===== src/rtl/tcc_defines.svh =====
/*
  shared constants of the measurement cycle and timeout block:
  register byte addresses, field positions, codes and times.
  assumes it is included by bare name from the top module and the bench.
*/
`ifndef TCC_DEFINES_SVH
`define TCC_DEFINES_SVH

// register byte addresses on the axi4-lite port
`define TCC_ADDR_CFG 8'h00
`define TCC_ADDR_CMD 8'h04
`define TCC_ADDR_STS 8'h08
`define TCC_ADDR_MASK 8'h0C
`define TCC_ADDR_RES_UP 8'h10
`define TCC_ADDR_RES_DN 8'h14
`define TCC_ADDR_STATE 8'h18

// status and mask bit positions
`define TCC_STS_TMO 0
`define TCC_STS_DONE 1
// command bit that launches a differential run
`define TCC_CMD_DIFF 0
// state register bit showing the fast oscillator enable
`define TCC_STATE_OSC 4

// reset values
`define TCC_CFG_RST 7'h00
`define TCC_MASK_RST 2'h0

// axi responses
`define TCC_RESP_OKAY 2'h0
`define TCC_RESP_SLVERR 2'h2

// repeat interval codes and slow clock counts
`define TCC_REP_KEEP_MAX 3'h5
`define TCC_REP_C0 10'h000
`define TCC_REP_C1 10'h004
`define TCC_REP_C2 10'h008
`define TCC_REP_C3 10'h010
`define TCC_REP_C4 10'h018
`define TCC_REP_C5 10'h020
`define TCC_REP_C6 10'h222
`define TCC_REP_C7 10'h28F
`define TCC_SLOW_SAT 10'h3FF

// timeout: smallest selectable time, largest code that doubles
`define TCC_TMO_BASE_US 128
`define TCC_TMO_CODE_MAX 3'h4
`define TCC_CLK_NS 100

// value read from a result register whose data are invalid
`define TCC_RES_INVALID 16'hFFFF

`endif


===== src/rtl/tcc_pkg.sv =====
/*
  types of the measurement cycle and timeout block.
  assumes tcc_defines.svh is on the include path.
*/
package tcc_pkg;
  // sequencer states
  typedef enum logic [2:0] {
    TCC_IDLE = 3'b000,
    TCC_UP = 3'b001,
    TCC_WAIT = 3'b010,
    TCC_DN = 3'b011
  } tcc_state_t;

  // configuration word, bits 6:0
  typedef struct packed {
    logic [2:0] rep;   // measure_repeat_interval
    logic rsvd;        // reserved, reads zero
    logic [2:0] tmo;   // hit_wait_limit_select
  } tcc_cfg_t;

  // one conversion result
  typedef struct packed {
    logic valid;
    logic [15:0] val;
  } tcc_res_t;
endpackage : tcc_pkg


===== src/rtl/tcc_sync.sv =====
/*
  two flip-flop synchroniser for a vector of asynchronous pins.
  assumes the pins are levels that stay at least two clocks.
*/
module tcc_sync #(
  parameter int W = 2
) (
  input wire logic mclk,
  input wire logic sys_rst,
  input wire logic [W-1:0] pin_in,
  output logic [W-1:0] pin_sync
);
  logic [W-1:0] meta_r; // first stage, read only by second stage

  // two stage capture
  always_ff @(posedge mclk or posedge sys_rst) begin
    if (sys_rst) begin
      meta_r <= '0;
      pin_sync <= '0;
    end else begin
      meta_r <= pin_in;
      pin_sync <= meta_r;
    end
  end
endmodule : tcc_sync


===== src/rtl/tcc_top.sv =====
/*
  differential time-of-flight sequencer with repeat interval and
  hit timeout, axi4-lite register slave and level interrupt.
  assumes a 10 mhz mclk, a 32.768 khz slow clock and a stop hit pin,
  both asynchronous, and an axi4-lite master that holds its payload.
*/
// Notes on behaviour
// - codes 2-5 wait 8-32 ticks, oscillator on
// - codes 6,7 wait 546/655 ticks, oscillator off
// - timeout select doubles from 128 us up to code 4
// - timeout aborts run, sets timeout flag
// - timeout drives interrupt only when enabled
// - invalid result reads all ones after timeout
// - interval only for differential; overrun acts zero
// - interval counted in slow clock ticks
`include "tcc_defines.svh"
module tcc_top
  import tcc_pkg::*;
#(
  parameter int unsigned TMO_BASE_CYC =
    (`TCC_TMO_BASE_US * 1000 + `TCC_CLK_NS - 1) / `TCC_CLK_NS
) (
  input wire logic mclk,
  input wire logic sys_rst,
  input wire logic slow_clk_pin,
  input wire logic stop_hit_pin,
  output logic fast_osc_en_r,
  output logic irq_r,
  input wire logic [7:0] s_axi_awaddr,
  input wire logic [2:0] s_axi_awprot,
  input wire logic s_axi_awvalid,
  output logic s_axi_awready,
  input wire logic [31:0] s_axi_wdata,
  input wire logic [3:0] s_axi_wstrb,
  input wire logic s_axi_wvalid,
  output logic s_axi_wready,
  output logic [1:0] s_axi_bresp,
  output logic s_axi_bvalid,
  input wire logic s_axi_bready,
  input wire logic [7:0] s_axi_araddr,
  input wire logic [2:0] s_axi_arprot,
  input wire logic s_axi_arvalid,
  output logic s_axi_arready,
  output logic [31:0] s_axi_rdata,
  output logic [1:0] s_axi_rresp,
  output logic s_axi_rvalid,
  input wire logic s_axi_rready
);
  // slow clock cycles for a repeat interval code
  function automatic logic [9:0] rep_slow(input logic [2:0] c);
    case (c)
      3'h0: rep_slow = `TCC_REP_C0;
      3'h1: rep_slow = `TCC_REP_C1;
      3'h2: rep_slow = `TCC_REP_C2;
      3'h3: rep_slow = `TCC_REP_C3;
      3'h4: rep_slow = `TCC_REP_C4;
      3'h5: rep_slow = `TCC_REP_C5;
      3'h6: rep_slow = `TCC_REP_C6;
      default: rep_slow = `TCC_REP_C7;
    endcase
  endfunction : rep_slow

  // mclk cycles for a timeout code; codes above the top saturate
  function automatic logic [15:0] tmo_lim(input logic [2:0] c);
    logic [2:0] s;
    s = (c > `TCC_TMO_CODE_MAX) ? `TCC_TMO_CODE_MAX : c;
    tmo_lim = 16'(TMO_BASE_CYC) << s;
  endfunction : tmo_lim

  // oscillator stays on in the gap for short intervals
  function automatic logic keep_osc(input logic [2:0] c);
    keep_osc = (c <= `TCC_REP_KEEP_MAX);
  endfunction : keep_osc

  logic [1:0] pin_sync;     // synchronised slow clock and stop hit
  logic tick_d_r;           // last slow clock level
  logic hit_d_r;            // last stop hit level
  logic tick;               // slow clock rising edge
  logic hit;                // stop hit rising edge

  // bus state
  logic bvalid_nxt, awready_nxt, rvalid_nxt, arready_nxt;
  logic [1:0] bresp_nxt, rresp_nxt;
  logic [31:0] rdata_nxt;
  tcc_cfg_t cfg_r, cfg_nxt;       // software configuration
  logic [1:0] mask_r, mask_nxt;   // interrupt mask
  logic start_cmd;                // differential_measure_cmd write
  logic [1:0] sts_clr;            // write-one-to-clear bits

  // measurement state
  tcc_state_t state_r, state_nxt;
  tcc_cfg_t run_r, run_nxt;       // configuration latched at start
  logic [9:0] slow_cnt_r, slow_cnt_nxt;   // ticks since upstream start
  logic [15:0] meas_cnt_r, meas_cnt_nxt;  // cycles in current leg
  tcc_res_t up_r, up_nxt, dn_r, dn_nxt;   // results
  logic [1:0] sts_r, sts_nxt;             // sticky events
  logic osc_nxt, irq_nxt;

  assign tick = pin_sync[0] & ~tick_d_r;
  assign hit = pin_sync[1] & ~hit_d_r;

  tcc_sync #(.W(2)) u_sync (
    .mclk(mclk),
    .sys_rst(sys_rst),
    .pin_in({stop_hit_pin, slow_clk_pin}),
    .pin_sync(pin_sync)
  );

  // bus next values: writes and reads, one of each at a time
  always_comb begin
    awready_nxt = 1'b0;
    bvalid_nxt = s_axi_bvalid & ~s_axi_bready;
    bresp_nxt = s_axi_bresp;
    arready_nxt = 1'b0;
    rvalid_nxt = s_axi_rvalid & ~s_axi_rready;
    rresp_nxt = s_axi_rresp;
    rdata_nxt = s_axi_rdata;
    cfg_nxt = cfg_r;
    mask_nxt = mask_r;
    start_cmd = 1'b0;
    sts_clr = 2'h0;
    // write accepted with address and data together
    if (s_axi_awvalid && s_axi_wvalid && !s_axi_awready && !s_axi_bvalid) begin
      awready_nxt = 1'b1;
      bvalid_nxt = 1'b1;
      bresp_nxt = `TCC_RESP_OKAY;
      if (s_axi_awaddr == `TCC_ADDR_CFG) begin
        if (s_axi_wstrb[0]) begin
          cfg_nxt = tcc_cfg_t'(s_axi_wdata[6:0]);
          cfg_nxt.rsvd = 1'b0;
        end
      end else if (s_axi_awaddr == `TCC_ADDR_CMD) begin
        start_cmd = s_axi_wstrb[0] & s_axi_wdata[`TCC_CMD_DIFF];
      end else if (s_axi_awaddr == `TCC_ADDR_STS) begin
        if (s_axi_wstrb[0]) sts_clr = s_axi_wdata[1:0];
      end else if (s_axi_awaddr == `TCC_ADDR_MASK) begin
        if (s_axi_wstrb[0]) mask_nxt = s_axi_wdata[1:0];
      end else if (s_axi_awaddr == `TCC_ADDR_RES_UP ||
                   s_axi_awaddr == `TCC_ADDR_RES_DN ||
                   s_axi_awaddr == `TCC_ADDR_STATE) begin
        bresp_nxt = `TCC_RESP_OKAY; // read-only, write ignored
      end else begin
        bresp_nxt = `TCC_RESP_SLVERR;
      end
    end
    // read accepted, data captured at the handshake
    if (s_axi_arvalid && !s_axi_arready && !s_axi_rvalid) begin
      arready_nxt = 1'b1;
      rvalid_nxt = 1'b1;
      rresp_nxt = `TCC_RESP_OKAY;
      rdata_nxt = 32'h0000_0000;
      if (s_axi_araddr == `TCC_ADDR_CFG) begin
        rdata_nxt[6:0] = cfg_r;
      end else if (s_axi_araddr == `TCC_ADDR_STS) begin
        rdata_nxt[1:0] = sts_r;
      end else if (s_axi_araddr == `TCC_ADDR_MASK) begin
        rdata_nxt[1:0] = mask_r;
      end else if (s_axi_araddr == `TCC_ADDR_RES_UP) begin
        rdata_nxt[15:0] = up_r.valid ? up_r.val : `TCC_RES_INVALID;
      end else if (s_axi_araddr == `TCC_ADDR_RES_DN) begin
        rdata_nxt[15:0] = dn_r.valid ? dn_r.val : `TCC_RES_INVALID;
      end else if (s_axi_araddr == `TCC_ADDR_STATE) begin
        rdata_nxt[2:0] = state_r;
        rdata_nxt[`TCC_STATE_OSC] = fast_osc_en_r;
      end else if (s_axi_araddr != `TCC_ADDR_CMD) begin
        rresp_nxt = `TCC_RESP_SLVERR;
      end
    end
  end

  // bus registers
  always_ff @(posedge mclk or posedge sys_rst) begin
    if (sys_rst) begin
      s_axi_awready <= 1'b0;
      s_axi_wready <= 1'b0;
      s_axi_bvalid <= 1'b0;
      s_axi_bresp <= `TCC_RESP_OKAY;
      s_axi_arready <= 1'b0;
      s_axi_rvalid <= 1'b0;
      s_axi_rresp <= `TCC_RESP_OKAY;
      s_axi_rdata <= 32'h0000_0000;
      cfg_r <= `TCC_CFG_RST;
      mask_r <= `TCC_MASK_RST;
    end else begin
      s_axi_awready <= awready_nxt;
      s_axi_wready <= awready_nxt;
      s_axi_bvalid <= bvalid_nxt;
      s_axi_bresp <= bresp_nxt;
      s_axi_arready <= arready_nxt;
      s_axi_rvalid <= rvalid_nxt;
      s_axi_rresp <= rresp_nxt;
      s_axi_rdata <= rdata_nxt;
      cfg_r <= cfg_nxt;
      mask_r <= mask_nxt;
    end
  end

  // sequencer next values
  always_comb begin
    state_nxt = state_r;
    run_nxt = run_r;
    up_nxt = up_r;
    dn_nxt = dn_r;
    sts_nxt = sts_r & ~sts_clr; // a same-cycle set below wins
    meas_cnt_nxt = meas_cnt_r + 16'h0001;
    // interval measured in slow ticks from upstream start
    slow_cnt_nxt = slow_cnt_r;
    if (tick && slow_cnt_r != `TCC_SLOW_SAT)
      slow_cnt_nxt = slow_cnt_r + 10'h001;
    case (state_r)
      TCC_IDLE: begin
        meas_cnt_nxt = 16'h0000;
        if (start_cmd) begin
          state_nxt = TCC_UP;
          run_nxt = cfg_r;
          slow_cnt_nxt = 10'h000;
          up_nxt.valid = 1'b0;
          dn_nxt.valid = 1'b0;
        end
      end
      TCC_UP, TCC_DN: begin
        if (hit) begin
          if (state_r == TCC_UP) begin
            up_nxt = '{valid: 1'b1, val: meas_cnt_r};
            state_nxt = TCC_WAIT;
          end else begin
            dn_nxt = '{valid: 1'b1, val: meas_cnt_r};
            state_nxt = TCC_IDLE;
            sts_nxt[`TCC_STS_DONE] = 1'b1;
          end
        end else if (meas_cnt_r >= tmo_lim(run_r.tmo)) begin
          state_nxt = TCC_IDLE;
          sts_nxt[`TCC_STS_TMO] = 1'b1;
        end
      end
      TCC_WAIT: begin
        meas_cnt_nxt = 16'h0000;
        // overrun already past the interval starts at once
        if (slow_cnt_r >= rep_slow(run_r.rep))
          state_nxt = TCC_DN;
      end
      default: state_nxt = TCC_IDLE;
    endcase
    osc_nxt = (state_nxt == TCC_UP) || (state_nxt == TCC_DN) ||
              (state_nxt == TCC_WAIT && keep_osc(run_nxt.rep));
    // new mask and new status together, so irq never lags a mask write
    irq_nxt = |(sts_nxt & mask_nxt);
  end

  // sequencer registers
  always_ff @(posedge mclk or posedge sys_rst) begin
    if (sys_rst) begin
      tick_d_r <= 1'b0;
      hit_d_r <= 1'b0;
      state_r <= TCC_IDLE;
      run_r <= `TCC_CFG_RST;
      slow_cnt_r <= 10'h000;
      meas_cnt_r <= 16'h0000;
      up_r <= '0;
      dn_r <= '0;
      sts_r <= 2'h0;
      fast_osc_en_r <= 1'b0;
      irq_r <= 1'b0;
    end else begin
      tick_d_r <= pin_sync[0];
      hit_d_r <= pin_sync[1];
      state_r <= state_nxt;
      run_r <= run_nxt;
      slow_cnt_r <= slow_cnt_nxt;
      meas_cnt_r <= meas_cnt_nxt;
      up_r <= up_nxt;
      dn_r <= dn_nxt;
      sts_r <= sts_nxt;
      fast_osc_en_r <= osc_nxt;
      irq_r <= irq_nxt;
    end
  end

  // checks
  AST_OSC_KEEP: assert property (@(posedge mclk) disable iff (sys_rst)
    state_r == TCC_WAIT && run_r.rep <= `TCC_REP_KEEP_MAX |-> fast_osc_en_r)
    else $error("oscillator off in a short gap");
  AST_OSC_OFF: assert property (@(posedge mclk) disable iff (sys_rst)
    state_r == TCC_WAIT && run_r.rep > `TCC_REP_KEEP_MAX |-> !fast_osc_en_r)
    else $error("oscillator on in a long gap");
  AST_EARLY_DN: assert property (@(posedge mclk) disable iff (sys_rst)
    state_r == TCC_WAIT && slow_cnt_r < rep_slow(run_r.rep)
    |=> state_r != TCC_DN)
    else $error("downstream started before interval");
  AST_TMO_BOUND: assert property (@(posedge mclk) disable iff (sys_rst)
    state_r == TCC_UP || state_r == TCC_DN
    |-> meas_cnt_r <= tmo_lim(run_r.tmo))
    else $error("leg ran past its timeout");
  AST_TMO_ABORT: assert property (@(posedge mclk) disable iff (sys_rst)
    (state_r == TCC_UP || state_r == TCC_DN) && !hit &&
    meas_cnt_r == tmo_lim(run_r.tmo)
    |=> state_r == TCC_IDLE && sts_r[`TCC_STS_TMO])
    else $error("timeout did not abort and flag");
  AST_TMO_IRQ: assert property (@(posedge mclk) disable iff (sys_rst)
    sts_r[`TCC_STS_TMO] && mask_r[`TCC_STS_TMO] |-> irq_r ##0
    (irq_r == |(sts_r & mask_r)))
    else $error("interrupt does not follow enabled status");
  AST_RES_ONES: assert property (@(posedge mclk) disable iff (sys_rst)
    s_axi_arvalid && !s_axi_arready && !s_axi_rvalid &&
    s_axi_araddr == `TCC_ADDR_RES_UP && !up_r.valid
    |=> s_axi_rvalid && s_axi_rdata[15:0] == `TCC_RES_INVALID)
    else $error("invalid result not read as all ones");
  AST_OVERRUN: assert property (@(posedge mclk) disable iff (sys_rst)
    state_r == TCC_WAIT && slow_cnt_r >= rep_slow(run_r.rep)
    |=> state_r == TCC_DN)
    else $error("overrun did not start downstream at once");
  AST_TICK_ONLY: assert property (@(posedge mclk) disable iff (sys_rst)
    state_r != TCC_IDLE && slow_cnt_r != $past(slow_cnt_r) &&
    slow_cnt_r != 10'h000 |-> $past(tick))
    else $error("interval count moved without a slow tick");
endmodule : tcc_top


===== config.mk =====
export PLATFORM = sky130hd
export DESIGN_NAME = tcc_top
export DESIGN_NICKNAME = d
export VERILOG_FILES = /design/src/rtl/tcc_pkg.sv /design/src/rtl/tcc_sync.sv /design/src/rtl/tcc_top.sv
export VERILOG_INCLUDE_DIRS = /design/src /design/src/rtl
export SDC_FILE = /design/constraint.sdc
export NUM_CORES = 1
export LEC_CHECK = 0
export ABC_AREA = 0
export BUFFER_PORTS_ARGS = -buffer_cell sky130_fd_sc_hd__buf_2
export CORE_ASPECT_RATIO = 1.1
export CORE_MARGIN = 4
export CORE_UTILIZATION = 59
export CTS_CLUSTER_SIZE = 40
export DETAILED_ROUTE_END_ITERATION = 12
export PLACE_DENSITY = 0.82
export SETUP_SLACK_MARGIN = 0.5
export SYNTH_ARGS = -nofsm -noshare
export SYNTH_HDL_FRONTEND = slang
export SYNTH_SLANG_ARGS = --single-unit

===== constraint.sdc =====
create_clock -name mclk -period 9.95 [get_ports mclk]
set_input_delay 1.99 -clock mclk [delete_from_list [all_inputs] [get_ports mclk]]
set_output_delay 1.99 -clock mclk [all_outputs]
set_load 0.02 [all_outputs]

### Word-level counts from Yosys, hierarchy flattened

Index checks and enable logic that the tools add are counted.

* output and inout port bits: 43
* bits in registers: 111
* input port bits: 67

* magnitude comparators: 4
* muxes and demuxes: 72
* bitwise gates (word level): 13
* shifts and indexed selects: 1
* $add $sub $neg: 2
* equal/unequal tests: 29
* reduce and logical (&&, ||, !) cells: 29

Operator list (number)
* 10-bit one-hot mux with 7 select lines: 1
* 17-bit two-way mux: 4
* 16-bit two-way mux: 4
* 2-bit two-way mux: 27
* 8-bit by 5-bit equality test with 1-bit output (second input constant): 6
* 10-bit two-way mux: 4
* 8-bit by 4-bit equality test with 1-bit output (second input constant): 4
* 14-bit two-way mux: 2
* 3-bit two-way mux: 7
* 7-bit two-way mux: 3
* 3-bit by 2-bit equality test with 1-bit output (second input constant): 6
* 16-bit by 1-bit adder with 16-bit output (second input constant): 1
* 16-bit >= comparator: 1
* 8-bit logical NOT: 2
* 11-bit by 3-bit << shifter with 16-bit output (first input constant): 1
* 1-bit two-way mux: 15
* 11-bit two-way mux: 1
* 10-bit by 1-bit adder with 10-bit output (second input constant): 1
* 10-bit >= comparator: 1
* 10-bit != test (second input constant): 1
* 3-bit by 1-bit equality test with 1-bit output (second input constant): 3
* 3-bit equality test (second input constant): 3
* 9-bit two-way mux: 1
* 3-bit one-hot mux with 3 select lines: 1
* 19 further kinds: 50

### Depth between registers and ports, before layout

* word-level depth: 12
* gate-level depth with buffers: 10
* depth with buffers taken out: 9

### Cells and area by module

From an unflattened synthesis, not the netlist that was laid out.

* cells, all modules: 490
* area total of the unflattened synthesis: 5291.3 um2

By module, submodules not included
* tcc_top: area an instance 5187.5 um2, cells an instance 485, instances 1, seq. area each 2627.5 um2
* tcc_sync: area an instance 103.8 um2, cells an instance 5, instances 1, seq. area each 100.1 um2

### Worst setup path before layout

No wires, ideal clock.

* path kind: input port to flip-flop
* from: in s_axi_awaddr[0]
* to: reg (tool-made name)
* setup slack: 6.022 ns
* arrival time: 3.803 ns
* data required time: 9.825 ns
* library setup time: 0.125 ns
* stages: 5
* cell sequence: or4_1 -> nor4_4 -> nand4b_2 -> nor4_4 -> mux2_2

RTL lines
* start: declaration: RTL line tcc_top.sv:29 `input wire logic [7:0] s_axi_awaddr,`

==> impl_metrics.csv <==
group,metric,value,unit
power,power_frac_comb,0.152,
clocking,post_cts_buffers,0,
run_status,status,"finished clean",
worst_setup_path,cp.arrival,4480,ps
synth,synth_top_area_cell,"dfrtp_1",
placement,pre_cts_ws,5310,ps
clocking,cts.sinks,109,
power,p_per_area,155,nW/µm²
sta,fmax,237,MHz
worst_setup_path,end_kind,"register",
worst_setup_path,crit_path_start_kind,"primary input",
global_routing,track_usage,0.211,
sta,final-hold-violation-count,0,
floorplanning,die-width,98.8,µm
synth,synthTopCellsByCount,"dfrtp_1 (109), nand2_1 (47), nor2_1 (42)",
global_routing,overflow,0,
min_path,hold_path_end,"u_sync.pin_sync[1]",
min_path,hp-start,"u_sync.meta_r[1]",
sta,setup_violations,0,
sta,slew-limit-headroom,0.260,
synth,synthCells,510,
sta,fin_crit,4210,ps
power,total_power,899,µW
synth,synthArstFlopShare,1.00,
floorplanning,floorplan.initialDensity,0.603,
synth,synthesis.area,5350,µm²
worst_setup_path,cp_max_fo,16,
min_path,hold_class,"reg2reg",
clocking,cts_tree,"done",
layout,final_nets,640,
layout,antenna_cells,0,
sta,period_share,0.424,
route,ant_nets,0,
placement,io_buffers,56,
clocking,cts.repair.resized,0,
power,p_int,621,µW
clocking,cts_made_buffers,9,
synth,yosysSeqAreaShare,0.510,
placement,hpwlAfterDp,7660,µm
synth,yosysMostFrequentCell,"dfrtp_1",
worst_setup_path,crit_type,"in2reg",
global_routing,antenna_found_initial,0,
layout,drive_gt1_frac,0.213,
synth,synth.distinct_cells,49,
floorplanning,die_area,10700,µm²
power,peakVddDrop,147,µV
layout,syn_to_final_growth,8.54,%
sta,fin_skew,12.0,ps
clocking,cts_root_buf,"clkbuf_8",
route,routedWlPerCell,15.6,µm
power,p_sw,278,µW
floorplanning,fp-row-count,36,
synth,synth_flop_cell,"dfrtp_1",
clocking,hold_buffers,0,
clocking,clock_latency,380,ps
route,viasPerCell,5.64,
worst_setup_path,crit-reg2reg-capture,"run_r[6]",
floorplanning,ios,110,
route,drt_first_iter_violations,218,
sta,maxSlewViolCount,0,
sta,fin_ws,5740,ps
clocking,path_clk_slew,100,ps
worst_setup_path,rr_startpoint,"s_axi_bvalid",
sta,worst_pin_slew,1110,ps
global_routing,grt_pass1_wl,17900,µm
floorplanning,core-area,8870,µm²
synth,syn_area_per_cell,10.5,µm²
worst_setup_path,rr_worst_depth,5,
global_routing,grt_max_degree,71,
power,swShare,0.309,
floorplanning,chipHeight,108,µm
power,clockPowerShare,0.284,
placement,gp_congestion,0.857,
min_path,whs_path_depth,0,
clocking,cts_buffer_depth,2,
power,pwr-share-seq,0.563,
run,maxCapViolCount,0,
worst_setup_path,rrSetupSlack,7280,ps
route,drc,0,
route,drtPass1Iterations,4,
global_routing,grt_pass1_vias,3770,
sta,rsz0062_at_grt,"false",
synth,yosys_warnings,0,
sta,tns,0,ps
sta,whs,363,ps
clocking,cts_max_level,3,
power,p_leak,2.81,nW
synth,synth_top_area_frac,0.510,
route,vias,3799,
synth,synth_edf_count,0,
worst_setup_path,required,10220,ps
synth,yosys-top-cells-area,"dfrtp_1 (51%), mux2_2 (8.4%), ha_1 (4.4%), o21ai_0 (3.4%), nand2_1 (3.3%)",
synth,synth_seq_cells,109,
route,wl,10500,µm
## cells in the final DEF, fill, tap and decap left out, types with 6 or more instances in the layout
| cell type | n |
|---|---|
| nand4_1 | 10 |
| mux2_2 | 40 |
| clkbuf_8 | 9 |
| nand2_1 | 47 |
| conb_1 | 20 |
| dfrtp_1 | 109 |
| nand3_1 | 15 |
| buf_2 | 56 |
| inv_1 | 19 |
| ha_1 | 19 |
| nor3_1 | 6 |
| o221ai_1 | 10 |
| a21oi_1 | 21 |
| xor2_1 | 17 |
| nand2b_1 | 6 |
| nor2_1 | 42 |
| o21ai_0 | 36 |
## cell type report
class                           instances  area (µm²)
Fill cell                             713        3070
Sequential cell                       109        2730
Multi-Input combinational cell        357        2380
Timing Repair Buffer                   57         288
Tap cell                              114         143
Clock buffer                            9         124
Inverter                               20        77.6
Clock inverter                          7        65.1
## power groups by stage
stage	registers [mW]	clock network [mW]	logic (mW)
global route	0.512	0.282	0.159
CTS	0.506	0.261	0.138
finish	0.506	0.256	0.137
global placement	0.512	0	0.131
detailed placement	0.514	0	0.138
floorplan	0.510	0	0.108
## flip-flops by register name, summed over array words and instances, names as in the netlist, 3 cells and up, named ones only
| name | count |
|---|---|
| cfg_r | 6 |
| dn_r | 17 |
| meas_cnt_r | 16 |
| run_r | 5 |
| s_axi_rdata | 16 |
| slow_cnt_r | 10 |
| state_r | 3 |
| up_r | 17 |
## how the worst max path moves through the flow
| stage | cells past startpoint | from | endpoint | slack [ps] |
|---|---|---|---|---|
| 6_report | 6 | s_axi_awaddr[0] | run_r[6] | 5740 |
| 2_1_floorplan | 1 | sys_rst | asynchronous set/reset pin | 5090 |
| 4_1_cts | 6 | s_axi_awaddr[0] | run_r[6] | 5710 |
| 3_3_place_gp | 6 | s_axi_awaddr[0] | run_r[6] | 5370 |
| 3_5_place_dp | 6 | s_axi_awaddr[0] | run_r[6] | 5310 |
| 5_1_grt | 6 | s_axi_awaddr[0] | run_r[6] | 5570 |
## critical path, cell delays in order
cell	delay [ps]
buf_2	90
or4_1	580
nor4_4	370
nand4b_2	240
nor4_4	790
mux2_2	420
## kinds of logic (layout without fill, tap and decap cells)
family | after synthesis | in the layout | share of synthesized area
and+or+nand+nor | 157 | 157 | 0.149
xor gates and xnor gates | 22 | 22 | 0.0360
DFF | 109 | 109 | 0.510
buffers and inverters | 62 | 93 | 0.0576
muxes | 43 | 43 | 0.0898
AOI/OAI and AO/OA | 96 | 96 | 0.112
adders and majority gates | 19 | 19 | 0.0445
other | 2 | 20 | 0.00140
## metrics by stage
step | std cells | util | cell area [µm²]
after floorplan | 528 | - | 5420
after global placement | 657 | 0.633 | 5620
after detailed placement | 657 | 0.633 | 5620
after CTS | 673 | 0.654 | 5800
after global routing | 673 | 0.654 | 5800
final | 673 | 0.654 | 5800
## routing by layer
metal  up-vias  track usage  share of wire
li1       1845            -              -
met1      1835        0.277           0.44
met2       101        0.348           0.49
met3        18       0.0376          0.052
met4         0       0.0829          0.019
met5         -            0              0
No activity file was read; power rests on OpenSTA's default activity.
